## src/rtl/osc_ctrl_defines.svh

```systemverilog
// register offsets, field positions, reset values and timing counts of the oscillator controller
// assumes a single 100 MHz mclk domain; included by the top module and the testbench
// Operation
// - controller keeps working in sleep modes while its source clock runs; interrupts wake
// - writes reaching the locked-loop domain are synchronized across clock domains
// - every writable register except interrupt flags can be write-protected
// - debug halt or external debugger access bypasses write protection
// - operation continues unchanged while cpu is halted in debug
// - after reset external oscillator is off and its pins are free
// - crystal mode owns both pins; external clock mode owns input pin only
// - writing 1 to external enable starts the external oscillator
// - crystal select 1 runs crystal, 0 enables clock input on input pin
// - software sets drive level; auto amplitude bit enables automatic amplitude control
// - external oscillator runs per enable, sleep mode, run-in-standby and on-demand
// - after reset or wake from off, output masked for selected start-up time
// - ready status set when stable; rising edge raises interrupt if enabled
// - rc oscillator produces 4, 8, 12 or 16 MHz per frequency choice
// - writing 1 enables rc oscillator, writing 0 disables it
// - rc clock output only once rc ready status reads 1
// - after reset rc oscillator is enabled at 4 MHz as default source
// - rc oscillator follows the same sleep behaviour table as external oscillator
// - status register gathers oscillator status; enabled ones wake from standby
// - status changes trigger interrupts via enable set, enable clear and flag registers
`ifndef OSC_CTRL_DEFINES_SVH
`define OSC_CTRL_DEFINES_SVH

`define ADDR_W 4
`define OFS_INTERRUPT_ENABLE_CLEAR 4'h0
`define OFS_INTERRUPT_ENABLE_SET 4'h1
`define OFS_INTERRUPT_FLAGS 4'h2
`define OFS_STATUS 4'h3
`define OFS_EXT_CTRL 4'h4
`define OFS_RC_CTRL 4'h5
`define OFS_LOOP_CTRL 4'h6
`define OFS_PROTECT 4'h7

// interrupt and status bit positions
`define BIT_EXT_READY 0
`define BIT_RC_READY 1
`define IRQ_W 2

// external control register fields
`define EXT_ENABLE 1
`define EXT_XTAL 2
`define EXT_RUN_IN_STANDBY 6
`define EXT_ON_DEMAND_A 7
`define EXT_GAIN_LO 8
`define EXT_AMPC 11
`define EXT_START_LO 12
`define EXT_CTRL_RESET 16'h0080

// rc control register fields
`define RC_ENABLE 1
`define RC_FREQ_LO 2
`define RC_RUN_IN_STANDBY 6
`define RC_ON_DEMAND_A 7
`define RC_CTRL_RESET 8'h82

// start-up mask base and rc start and stop times, in ns and in mclk cycles
`define START_UNIT_NS 1000
`define START_UNIT_CYC ((`START_UNIT_NS + 9) / 10)
`define RC_START_NS 100
`define RC_START_CYC ((`RC_START_NS + 9) / 10)
`define RC_STOP_CYC 4

`endif

```

## src/rtl/osc_ctrl_pkg.sv

```systemverilog
// types shared by the oscillator controller
// assumes osc_ctrl_defines.svh is on the include path
package osc_ctrl_pkg;
    typedef enum logic [1:0] {OSC_OFF, OSC_START, OSC_RUN, OSC_STOP} osc_state_e;
    typedef enum logic [1:0] {CPU_ACTIVE, CPU_IDLE, CPU_STANDBY} cpu_mode_e;
    typedef struct packed {
        logic enable;
        logic xtal;
        logic run_in_standby;
        logic on_demand_a;
        logic [2:0] gain;
        logic ampc;
        logic [3:0] startup;
    } ext_cfg_s;
    typedef struct packed {
        logic enable;
        logic [1:0] freq;
        logic run_in_standby;
        logic on_demand_a;
    } rc_cfg_s;
    typedef struct packed {
        logic in_oe_n;
        logic out_oe_n;
        logic xtal_drive;
        logic [2:0] gain;
        logic ampc;
    } pin_ctl_s;
endpackage

```

## src/rtl/osc_ctrl.sv

```systemverilog
// oscillator controller: external oscillator and rc oscillator control, status and interrupt
// assumes a register port master on mclk and an external oscillator reporting a raw ready level
//
// Design decisions made here: the register offsets and strobed register access.
`timescale 1ns/100ps
`include "osc_ctrl_defines.svh"
module osc_ctrl
    import osc_ctrl_pkg::*;
(
    // clock and reset
    input wire logic mclk,
    input wire logic rst_n,
    // register port
    input wire logic [`ADDR_W-1:0] addr,
    input wire logic [15:0] wdata,
    input wire logic wr,
    input wire logic rd,
    output logic [15:0] rdata,
    // protection and debug
    input wire logic protect_lock,
    input wire logic cpu_debug_halt,
    input wire logic ext_debugger,
    // system context
    input wire logic [1:0] cpu_mode,
    input wire logic ext_clk_request,
    input wire logic rc_clk_request,
    input wire logic ext_osc_stable,
    // oscillator controls
    output logic ext_osc_run,
    output logic ext_clk_gate,
    output pin_ctl_s pin_ctl,
    output logic rc_osc_run,
    output logic [1:0] rc_freq_sel,
    output logic rc_clk_gate,
    // locked-loop domain write handshake
    output logic [15:0] loop_cfg,
    output logic loop_cfg_toggle,
    // interrupt and wake
    output logic irq,
    output logic wake_req
);

    logic rst_s1_reg;
    logic rst_s2_reg;
    ext_cfg_s ext_reg;
    rc_cfg_s rc_reg;
    logic [`IRQ_W-1:0] inten_reg;
    logic [`IRQ_W-1:0] flag_reg;
    logic [`IRQ_W-1:0] status_prev_reg;
    logic [`IRQ_W-1:0] status;
    logic [15:0] loop_reg;
    logic loop_tog_reg;
    logic lock_reg;
    logic [15:0] rdata_reg;
    osc_state_e ext_state_reg;
    osc_state_e rc_state_reg;
    logic [21:0] ext_cnt_reg;
    logic [7:0] rc_cnt_reg;
    logic ext_ready_reg;
    logic rc_ready_reg;
    logic ext_want;
    logic rc_want;
    logic wr_ok;
    logic [21:0] ext_start_cycles;

    // run decision shared by both oscillators
    function automatic logic osc_wanted(input logic en, input logic rs, input logic od,
                                        input logic [1:0] mode, input logic req);
        if (!en) begin
            osc_wanted = 1'b0;
        end else if (mode == CPU_STANDBY && !rs) begin
            osc_wanted = req;
        end else begin
            osc_wanted = od ? req : 1'b1;
        end
    endfunction

    always_ff @(posedge mclk or negedge rst_n) begin
        if (!rst_n) begin
            rst_s1_reg <= 1'b0;
            rst_s2_reg <= 1'b0;
        end else begin
            rst_s1_reg <= 1'b1;
            rst_s2_reg <= rst_s1_reg;
        end
    end

    assign ext_want = osc_wanted(ext_reg.enable, ext_reg.run_in_standby, ext_reg.on_demand_a,
                                 cpu_mode, ext_clk_request);
    assign rc_want = osc_wanted(rc_reg.enable, rc_reg.run_in_standby, rc_reg.on_demand_a,
                                cpu_mode, rc_clk_request);
    // debug halt and debugger accesses bypass protection; nothing is frozen in debug
    assign wr_ok = wr && (!lock_reg || cpu_debug_halt || ext_debugger);
    assign status = {rc_ready_reg, ext_ready_reg};
    // read data come straight from their register, zero outside the read slot
    assign rdata = rdata_reg;
    // start-up time doubles per step of the settle-delay field; 22 bits hold the longest
    assign ext_start_cycles = 22'(`START_UNIT_CYC) << ext_reg.startup;

    // protection lock register: writable only while unlocked or via debug
    always_ff @(posedge mclk or negedge rst_s2_reg) begin
        if (!rst_s2_reg) begin
            lock_reg <= 1'b0;
        end else if (wr_ok && addr == `OFS_PROTECT) begin
            lock_reg <= wdata[0] | protect_lock;
        end else if (protect_lock) begin
            lock_reg <= 1'b1;
        end
    end

    always_ff @(posedge mclk or negedge rst_s2_reg) begin
        if (!rst_s2_reg) begin
            ext_reg <= '{enable: 1'b0, xtal: 1'b0, run_in_standby: 1'b0, on_demand_a: 1'b1,
                         gain: 3'h0, ampc: 1'b0, startup: 4'h0};
        end else if (wr_ok && addr == `OFS_EXT_CTRL) begin
            ext_reg.enable <= wdata[`EXT_ENABLE];
            ext_reg.xtal <= wdata[`EXT_XTAL];
            ext_reg.run_in_standby <= wdata[`EXT_RUN_IN_STANDBY];
            ext_reg.on_demand_a <= wdata[`EXT_ON_DEMAND_A];
            ext_reg.gain <= wdata[`EXT_GAIN_LO +: 3];
            ext_reg.ampc <= wdata[`EXT_AMPC];
            ext_reg.startup <= wdata[`EXT_START_LO +: 4];
        end
    end

    always_ff @(posedge mclk or negedge rst_s2_reg) begin
        if (!rst_s2_reg) begin
            rc_reg <= '{enable: 1'b1, freq: 2'h0, run_in_standby: 1'b0, on_demand_a: 1'b1};
        end else if (wr_ok && addr == `OFS_RC_CTRL) begin
            rc_reg.enable <= wdata[`RC_ENABLE];
            rc_reg.freq <= wdata[`RC_FREQ_LO +: 2];
            rc_reg.run_in_standby <= wdata[`RC_RUN_IN_STANDBY];
            rc_reg.on_demand_a <= wdata[`RC_ON_DEMAND_A];
        end
    end

    // locked-loop config: data held stable, toggle signals a new write to the far domain
    always_ff @(posedge mclk or negedge rst_s2_reg) begin
        if (!rst_s2_reg) begin
            loop_reg <= 16'h0000;
            loop_tog_reg <= 1'b0;
        end else if (wr_ok && addr == `OFS_LOOP_CTRL) begin
            loop_reg <= wdata;
            loop_tog_reg <= ~loop_tog_reg;
        end
    end

    always_ff @(posedge mclk or negedge rst_s2_reg) begin
        if (!rst_s2_reg) begin
            inten_reg <= 2'h0;
        end else if (wr_ok && addr == `OFS_INTERRUPT_ENABLE_SET) begin
            inten_reg <= inten_reg | wdata[`IRQ_W-1:0];
        end else if (wr_ok && addr == `OFS_INTERRUPT_ENABLE_CLEAR) begin
            inten_reg <= inten_reg & ~wdata[`IRQ_W-1:0];
        end
    end

    // flags: rising status sets, write-one clears, set wins; never write-protected
    always_ff @(posedge mclk or negedge rst_s2_reg) begin
        if (!rst_s2_reg) begin
            flag_reg <= 2'h0;
            status_prev_reg <= 2'h0;
        end else begin
            status_prev_reg <= status;
            if (wr && addr == `OFS_INTERRUPT_FLAGS) begin
                flag_reg <= (flag_reg & ~wdata[`IRQ_W-1:0]) | (status & ~status_prev_reg);
            end else begin
                flag_reg <= flag_reg | (status & ~status_prev_reg);
            end
        end
    end

    // external oscillator: start-up mask on every start from off
    always_ff @(posedge mclk or negedge rst_s2_reg) begin
        if (!rst_s2_reg) begin
            ext_state_reg <= OSC_OFF;
            ext_cnt_reg <= 22'h000000;
            ext_ready_reg <= 1'b0;
        end else begin
            case (ext_state_reg)
                OSC_OFF: begin
                    ext_ready_reg <= 1'b0;
                    if (ext_want) begin
                        ext_state_reg <= OSC_START;
                        ext_cnt_reg <= 22'h000000;
                    end
                end
                OSC_START: begin
                    if (!ext_want) begin
                        ext_state_reg <= OSC_OFF;
                    end else if (ext_cnt_reg >= ext_start_cycles - 22'h000001
                                 && ext_osc_stable) begin
                        ext_state_reg <= OSC_RUN;
                        ext_ready_reg <= 1'b1;
                    end else if (ext_cnt_reg < ext_start_cycles) begin
                        ext_cnt_reg <= ext_cnt_reg + 22'h000001;
                    end
                end
                OSC_RUN: begin
                    if (!ext_want) begin
                        ext_state_reg <= OSC_OFF;
                        ext_ready_reg <= 1'b0;
                    end
                end
                default: begin
                    ext_state_reg <= OSC_OFF;
                end
            endcase
        end
    end

    // rc oscillator: ready rises after start time, falls only once fully stopped
    always_ff @(posedge mclk or negedge rst_s2_reg) begin
        if (!rst_s2_reg) begin
            rc_state_reg <= OSC_OFF;
            rc_cnt_reg <= 8'h00;
            rc_ready_reg <= 1'b0;
        end else begin
            case (rc_state_reg)
                OSC_OFF: begin
                    if (rc_want) begin
                        rc_state_reg <= OSC_START;
                        rc_cnt_reg <= 8'h00;
                    end
                end
                OSC_START: begin
                    if (rc_cnt_reg == 8'(`RC_START_CYC - 1)) begin
                        rc_state_reg <= OSC_RUN;
                        rc_ready_reg <= 1'b1;
                    end else begin
                        rc_cnt_reg <= rc_cnt_reg + 8'h01;
                    end
                end
                OSC_RUN: begin
                    if (!rc_want) begin
                        rc_state_reg <= OSC_STOP;
                        rc_cnt_reg <= 8'h00;
                    end
                end
                OSC_STOP: begin
                    if (rc_cnt_reg == 8'(`RC_STOP_CYC - 1)) begin
                        rc_state_reg <= OSC_OFF;
                        rc_ready_reg <= 1'b0;
                    end else begin
                        rc_cnt_reg <= rc_cnt_reg + 8'h01;
                    end
                end
                default: begin
                    rc_state_reg <= OSC_OFF;
                end
            endcase
        end
    end

    always_ff @(posedge mclk or negedge rst_s2_reg) begin
        if (!rst_s2_reg) begin
            rdata_reg <= 16'h0000;
        end else if (rd) begin
            case (addr)
                `OFS_INTERRUPT_ENABLE_CLEAR, `OFS_INTERRUPT_ENABLE_SET: rdata_reg <= {14'h0000, inten_reg};
                `OFS_INTERRUPT_FLAGS: rdata_reg <= {14'h0000, flag_reg};
                `OFS_STATUS: rdata_reg <= {14'h0000, status};
                `OFS_EXT_CTRL: rdata_reg <= {ext_reg.startup, ext_reg.ampc, ext_reg.gain,
                                             ext_reg.on_demand_a, ext_reg.run_in_standby, 3'h0,
                                             ext_reg.xtal, ext_reg.enable, 1'b0};
                `OFS_RC_CTRL: rdata_reg <= {8'h00, rc_reg.on_demand_a, rc_reg.run_in_standby,
                                            2'h0, rc_reg.freq, rc_reg.enable, 1'b0};
                `OFS_LOOP_CTRL: rdata_reg <= loop_reg;
                `OFS_PROTECT: rdata_reg <= {15'h0000, lock_reg};
                default: rdata_reg <= 16'h0000;
            endcase
        end else begin
            rdata_reg <= 16'h0000;
        end
    end

    // registered outputs
    always_ff @(posedge mclk or negedge rst_s2_reg) begin
        if (!rst_s2_reg) begin
            ext_osc_run <= 1'b0;
            ext_clk_gate <= 1'b0;
            pin_ctl <= '{in_oe_n: 1'b1, out_oe_n: 1'b1, xtal_drive: 1'b0, gain: 3'h0,
                         ampc: 1'b0};
            rc_osc_run <= 1'b0;
            rc_freq_sel <= 2'h0;
            rc_clk_gate <= 1'b0;
            loop_cfg <= 16'h0000;
            loop_cfg_toggle <= 1'b0;
            irq <= 1'b0;
            wake_req <= 1'b0;
        end else begin
            ext_osc_run <= ext_state_reg != OSC_OFF;
            ext_clk_gate <= ext_ready_reg && ext_state_reg == OSC_RUN;
            pin_ctl.in_oe_n <= !ext_reg.enable;
            pin_ctl.out_oe_n <= !(ext_reg.enable && ext_reg.xtal);
            pin_ctl.xtal_drive <= ext_reg.enable && ext_reg.xtal;
            pin_ctl.gain <= ext_reg.gain;
            pin_ctl.ampc <= ext_reg.ampc;
            rc_osc_run <= rc_state_reg == OSC_START || rc_state_reg == OSC_RUN;
            rc_freq_sel <= rc_reg.freq;
            rc_clk_gate <= rc_ready_reg && rc_state_reg == OSC_RUN;
            loop_cfg <= loop_reg;
            loop_cfg_toggle <= loop_tog_reg;
            irq <= |(flag_reg & inten_reg);
            wake_req <= |(flag_reg & inten_reg);
        end
    end

endmodule // osc_ctrl

```

## config.mk

```make
export PLATFORM = sky130hd
export DESIGN_NAME = osc_ctrl
export DESIGN_NICKNAME = d
export VERILOG_FILES = /design/src/rtl/osc_ctrl_pkg.sv /design/src/rtl/osc_ctrl.sv
export VERILOG_INCLUDE_DIRS = /design/src /design/src/rtl
export SDC_FILE = /design/constraint.sdc
export NUM_CORES = 1
export LEC_CHECK = 0
export CAP_MARGIN = 20
export CORE_UTILIZATION = 50
export CTS_CLUSTER_DIAMETER = 40
export CTS_CLUSTER_SIZE = 10
export DETAILED_ROUTE_END_ITERATION = 16
export DONT_BUFFER_PORTS = 1
export PLACE_DENSITY = 0.69
export SLEW_MARGIN = 25
export SYNTH_ARGS = -nofsm -noshare
export SYNTH_HDL_FRONTEND = slang
export SYNTH_SLANG_ARGS = --single-unit
```

## constraint.sdc

```tcl
create_clock -name mclk -period 5.9 [get_ports mclk]
set_clock_uncertainty 0.15 [all_clocks]
set_input_delay 0.59 -clock mclk [delete_from_list [all_inputs] [get_ports mclk]]
set_output_delay 0.59 -clock mclk [all_outputs]
set_load 0.01 [all_outputs]
```

==> impl_metrics.yaml, run 1 <==
outcome:
  outcome: "finished clean"
critical_path:
  cp.arrival_ns: 5.14
  end_kind: "flip-flop"
  crit_fanout: 19
  worst_setup_path_start_kind: "flip-flop"
  critPathMaxStageDelay_ns: 0.59
  cp.required_ns: 6.05
  slowest_stage: "nor2_2"
  crit_chain: "inv_1 > ha_1 > nor2b_1 > a211oi_1 > nor3_1 > nand2b_1 > nor2_1 > and3_1 > xor2_1 > ha_1 > nand3_1 > nor2_1 > a22oi_1 > o311ai_2 > nor2_2 > nand4_1 > o31ai_1"
  path_class: "reg -> reg"
drt:
  wirelength_um: 15000
  dr.pass1.iters: 5
  vias_per_cell: 5.85
  drt-initial-drc-count: 368
  vias: 4962
  drtAntennaViolNets: 0
  drc: 0
  wl_per_cell_um: 17.7
cells_and_area:
  layout_commonest_cell: "dfrtp_1"
  syn_to_final_growth_pct: 10.4
  antenna_cells: 0
  fin_nets: 742
  largest_reg_flops: 22
  utilization_pct: 56.7
  drive_above_1_share_pct: 12.6
  final_cell_mix: "dfrtp_1 (120), nand2_1 (65), ha_1 (51)"
timing:
  relSlewSlack_pct: 39.4
  worstMarginPinSlew_ns: 0.909
  setup_viol: 0
  min_period_ns: 4.99
  rsz0062_at_grt: "no"
  fin_tns_setup_ns: 0
  layout_setup_ws_ns: 0.906
  finalMaxSlewViolations: 0
  period_share_pct: 84.6
  fmax_mhz: 200
  hold_viol: 0
floorplan:
  die_y_um: 119
  die_area_um2: 14100
  pin_count: 80
  start_util_pct: 51.4
  fp.coreArea_um2: 13200
  placement_rows: 42
  die_w_um: 119
job:
  maxCapViolations: 0
grt:
  grt_use_total_pct: 22.8
  grt_remaining_overflow: 0
  grtUsageMet1_pct: 29.0
  grt_pass1_vias: 4991
  grt_max_degree: 75
  grt_pass1_wl_um: 25200
  use_met2_pct: 35.9
  gr-max-usage-layer: "met2"
  antenna_found_initial: 0
  met3_usage_pct: 7.96
clock_tree:
  clock_latency_ns: 0.42
  cts_tree: "yes"
  clkTransAtPathRegs_ns: 0.06
  cts_root_buf: "clkbuf_16"
  htreeDepth: 4
  cts.sinks: 126
  cts.path.max_buffers: 2
  cts_buffers: 17
  cts_resized: 0
logic_synthesis:
  seq_area_frac_synth_pct: 46.4
  syn_area_um2: 6800
  synth_edf_count: 0
  synth_top_area_share_pct: 44.5
  ys_types: 60
  avgSynthCellArea_um2: 10.2
  ys.flop_type: "dfrtp_1"
  yosysWarnings: 0
  synthCells: 666
  yosys.area.top_type: "dfrtp_1"
  synth-seq-cells: 126
  synth-async-reset-ratio_pct: 100
  synth_fp_nets: 749
  synth.area.top_cells: "dfrtp_1 (45%), ha_1 (9.4%), mux2_2 (6.3%)"
power_and_ir_drop:
  leakagePower_nw: 3.39
  p_per_area_nw_per_um2: 401
  ir_drop_uv: 310
placement:
  dpl.hpwl_um: 10500
  port_buffers: 0
  pre_cts_ws_ns: 0.997
  gp_congestion: 0.905
min_path:
  hold_class: "in -> reg"
## final cells by class
cell class / count / area [um^2]
Fill cell: 1130 / 5730
Multi-Input combinational cell: 488 / 3410
Sequential cell: 126 / 3160
Clock buffer: 20 / 447
Tap cell: 176 / 220
Clock inverter: 12 / 159
Inverter: 23 / 86.3
Timing Repair Buffer: 3 / 25.0
## worst max-delay path: cells and delay by family, from the launching register on
kind,cells,cell delay [ns]
buf+inv,1,0.15
simple gates,9,2.30
flops,1,0.54
xor+xnor,1,0.15
fa+ha+maj,2,0.73
compound gates,4,0.86
## per-layer routing
metal	up-vias	part of all wire, %
met3	27	5.8
met2	119	49
li1	2366	-
met4	0	2.5
met1	2450	43
met5	-	0
## where the power goes
part | switching, W | internal [W] | leakage [nW]
registers | 0.000182 | 0.00102 | 1.62
logic | 0.000424 | 0.000324 | 1.48
clock network | 0.000382 | 0.000679 | 0.291
## synth_stat cells (3+ instances only)
master,count
a211oi_1,4
a21oi_1,30
a22oi_1,10
a31oi_1,6
a41o_1,3
and2_1,10
and3_1,14
and3b_1,3
buf_2,3
buf_6,4
clkbuf_1,18
dfrtp_1,121
dfstp_2,5
ha_1,51
inv_1,23
mux2_2,38
mux2i_1,14
nand2_1,65
nand2b_1,18
nand3_1,27
nand4_1,20
nor2_1,47
nor2b_1,6
nor3_1,12
nor3b_1,4
o211ai_1,3
o21ai_0,26
o21bai_1,9
o22ai_1,3
o31ai_1,6
or2_2,4
xnor2_1,11
xor2_1,10
## per-stage QoR
stage,hold WS [ns],std cells,power [W],cell area (um^2)
2_1_floorplan,0.144,666,0.00179,6800
3_3_place_gp,0.144,815,0.00192,6890
3_5_place_dp,0.144,815,0.00196,6890
4_1_cts,0.137,848,0.00303,7510
5_1_grt,0.131,848,0.00320,7510
6_report,0.139,848,0.00301,7510
## path summary, 6_finish.rpt
kind	from	endpoint	slack [ns]	cells after the start
worst max-delay path	ext_reg[1]	ext_cnt_reg[8]	0.91	17
worst min-delay path	protect_lock	lock_reg	0.14	1
worst max register to register	ext_reg[1]	ext_cnt_reg[8]	0.91	17
worst min register to register	rst_s1_reg	rst_s2_reg	0.20	0
max in group asynchronous	rst_s2_reg	ext_reg[11]	4.02	1
min in group asynchronous	rst_s2_reg	ext_clk_gate	0.22	0
## cells by family (layout without fill, tap and decap cells)
logic type      after synthesis  after routing  synth area share [%]
compound gates              118            118                  11.3
buf+inv                      52             58                  3.44
xor+xnor                     21             21                  2.70
mux                          52             52                  8.35
fa+ha+maj                    51             51                  9.38
other cells                   1              1                0.0551
flops                       126            126                  46.4
simple gates                245            245                  18.3
## what timing repair did
item | 4_1_cts | 5_1_grt
endpoints found under the setup margin | 0 | 0
setup buffers | 0 | 0
hold buffers | 1 | 0
endpoints found under the hold margin | 2 | 0
No activity file was read; power rests on OpenSTA's default activity.
==> run 2: changes to the inputs <==
==> constraint.sdc (replaced) <==
create_clock -name mclk -period 5.1 [get_ports mclk]
set_clock_uncertainty 0.15 [all_clocks]
set_input_delay 0.51 -clock mclk [delete_from_list [all_inputs] [get_ports mclk]]
set_output_delay 0.51 -clock mclk [all_outputs]
set_load 0.01 [all_outputs]
==> run 2 against run 1 <==
Routed wire length up 1.5%. Count of clock-buffer cells in the layout shrank 2. Critical path depth increased by 1. Sequential cell count unchanged. Non-clock buffer count grew 4. Utilization shrank 0.16 points. Hold slack lost 0.080 ns. Clock power rose by 4%. Largest cell class unchanged. Highest routed layer unchanged.
==> impl_metrics.yaml, run 2 (synthesis gave the netlist of run 1 again) <==
critical_path:
  cp.arrival_ns: 4.83
  rrSetupSlack_ns: 0.46
  path_class: "reg -> reg"
  end_kind: "flip-flop"
  critPathMaxStageDelay_ns: 0.55
  slowest_stage: "dfrtp_1"
  path_buf_inv: 2
  cp.required_ns: 5.28
  path_delay_family: "simple AND/OR/NAND/NOR gates"
  crit_chain: "inv_1 > ha_1 > nor3b_1 > a211oi_1 > nor3_1 > nand2b_1 > nor2_1 > and3_1 > xor2_1 > ha_1 > nand3_1 > nor2_1 > a22oi_1 > o311ai_2 > nor2_4 > buf_4 > nand3_1 > o21ai_0"
  crit_fanout: 15
  worst_setup_path_start_kind: "flip-flop"
cells_and_area:
  drive_above_1_share_pct: 13.5
  largest_reg_flops: 22
  fin_nets: 746
  utilization_pct: 56.5
  final_cell_mix: "dfrtp_1 (120), nand2_1 (65), ha_1 (51)"
  syn_to_final_growth_pct: 10.1
  antenna_cells: 0
  layout_commonest_cell: "dfrtp_1"
  design_area_um2: 7490
timing:
  relSlewSlack_pct: 34.7
  setup_viol: 0
  fmax_mhz: 215
  hold_viol: 0
  fin_tns_setup_ns: 0
  period_share_pct: 91.0
  rsz0062_at_grt: "no"
  layout_setup_ws_ns: 0.456
  min_period_ns: 4.64
  worstMarginPinSlew_ns: 0.973
  finalMaxSlewViolations: 0
min_path:
  hold_class: "in -> reg"
drt:
  drtAntennaViolNets: 0
  vias_per_cell: 5.85
  drc: 0
  wirelength_um: 15200
  vias: 4982
  drt-initial-drc-count: 248
  wl_per_cell_um: 17.9
  dr.pass1.iters: 5
floorplan:
  fp.coreArea_um2: 13200
  pin_count: 80
  die_w_um: 119
  start_util_pct: 51.4
  die_y_um: 119
  die_area_um2: 14100
  placement_rows: 42
clock_tree:
  cts.path.max_buffers: 2
  clock_latency_ns: 0.42
  htreeDepth: 4
  cts.sinks: 126
  cts_buffers: 17
  cts_tree: "yes"
  cts_root_buf: "clkbuf_16"
  cts_setup_buffers: 0
  clkTransAtPathRegs_ns: 0.06
placement:
  dpl_cell_area_um2: 6920
  port_buffers: 0
  gp_congestion: 0.907
  dpl.hpwl_um: 10900
  pre_cts_ws_ns: 0.396
power_and_ir_drop:
  swShare_pct: 34.6
  intPower_w: 0.00221
  p_per_area_nw_per_um2: 451
  ir_drop_uv: 327
  clkPwrFrac_pct: 32.5
  power_switching_w: 0.00117
  leakagePower_nw: 3.38
  p_comb_share_pct: 26.7
  seq_power_share_pct: 40.8
grt:
  grt_remaining_overflow: 0
  antenna_found_initial: 0
  grt_pass1_vias: 5083
  grt_pass1_wl_um: 25300
  grt_use_total_pct: 23.1
  grt_max_degree: 66
outcome:
  outcome: "finished clean"
job:
  maxCapViolations: 0
## run 2: cell count changes in the layout (fill, tap and decap cells not counted)
cell	change
buf_4	+4
bufinv_16	-3
clkbuf_1	-2
clkinvlp_4	+4
inv_8	+1
nor2_2	-1
nor2_4	+1
## run 2: cell type report
cell class / count / area [um^2]
clock inverter: 14 / 110
fill: 1145 / 5760
timing repair buffer: 7 / 55.1
multi-input combinational: 488 / 3410
sequential: 126 / 3160
tap: 176 / 220
inverter: 23 / 86.3
clock buffer: 18 / 439
## run 2: layer usage
metal	wire length, um	up-vias	GRT usage [%]
met5	0	-	0
met4	280	0	8.62
met3	873	24	7.05
met2	7500	105	38.4
met1	6560	2478	28.2
li1	-	2375	-
## run 2: final timing paths
| kind | start | to | cells after the start |
|---|---|---|---|
| setup / recovery | ext_reg[1] | ext_cnt_reg[5] | 18 |
| hold / removal | protect_lock | lock_reg | 1 |
| setup reg to reg | ext_reg[1] | ext_cnt_reg[5] | 18 |
| hold reg to reg | rst_s1_reg | rst_s2_reg | 0 |
| max in group asynchronous | rst_s2_reg | ext_ready_reg | 1 |
| min in group asynchronous | rst_n | rst_s2_reg | 1 |
## run 2: worst register-to-register path, cell delays in order (launching register included)
cell and delay (ns):
dfrtp_1 0.55, inv_1 0.15, ha_1 0.42, nor3b_1 0.26
a211oi_1 0.12, nor3_1 0.48, nand2b_1 0.17, nor2_1 0.17
and3_1 0.19, xor2_1 0.16, ha_1 0.25, nand3_1 0.10
nor2_1 0.06, a22oi_1 0.25, o311ai_2 0.20, nor2_4 0.32
buf_4 0.26, nand3_1 0.11, o21ai_0 0.20
## run 2: metrics by stage
| stage | power [W] | hold WS, ns | cells |
|---|---|---|---|
| 3_3_place_gp | 0.00224 | 0.0645 | 819 |
| 3_5_place_dp | 0.00228 | 0.0645 | 819 |
| 2_1_floorplan | 0.00208 | 0.0644 | 666 |
| 6_report | 0.00337 | 0.0590 | 852 |
| 5_1_grt | 0.00358 | 0.0521 | 852 |
| 4_1_cts | 0.00339 | 0.0525 | 852 |
## run 2: power by group through the flow
stage / Sequential (W) / Combinational, W / Clock (W)
6_report: 0.00138 / 0.000900 / 0.00110
5_1_grt: 0.00141 / 0.00101 / 0.00116
4_1_cts: 0.00138 / 0.000899 / 0.00112
3_5_place_dp: 0.00139 / 0.000889 / 0
3_3_place_gp: 0.00138 / 0.000852 / 0
2_1_floorplan: 0.00133 / 0.000751 / 0
## run 2: what timing repair did
item                                    in CTS  in global routing
hold buffers                                 1                  0
endpoints found under the setup margin       0                 14
endpoints found under the hold margin        2                  0
resized for setup                            0                  1
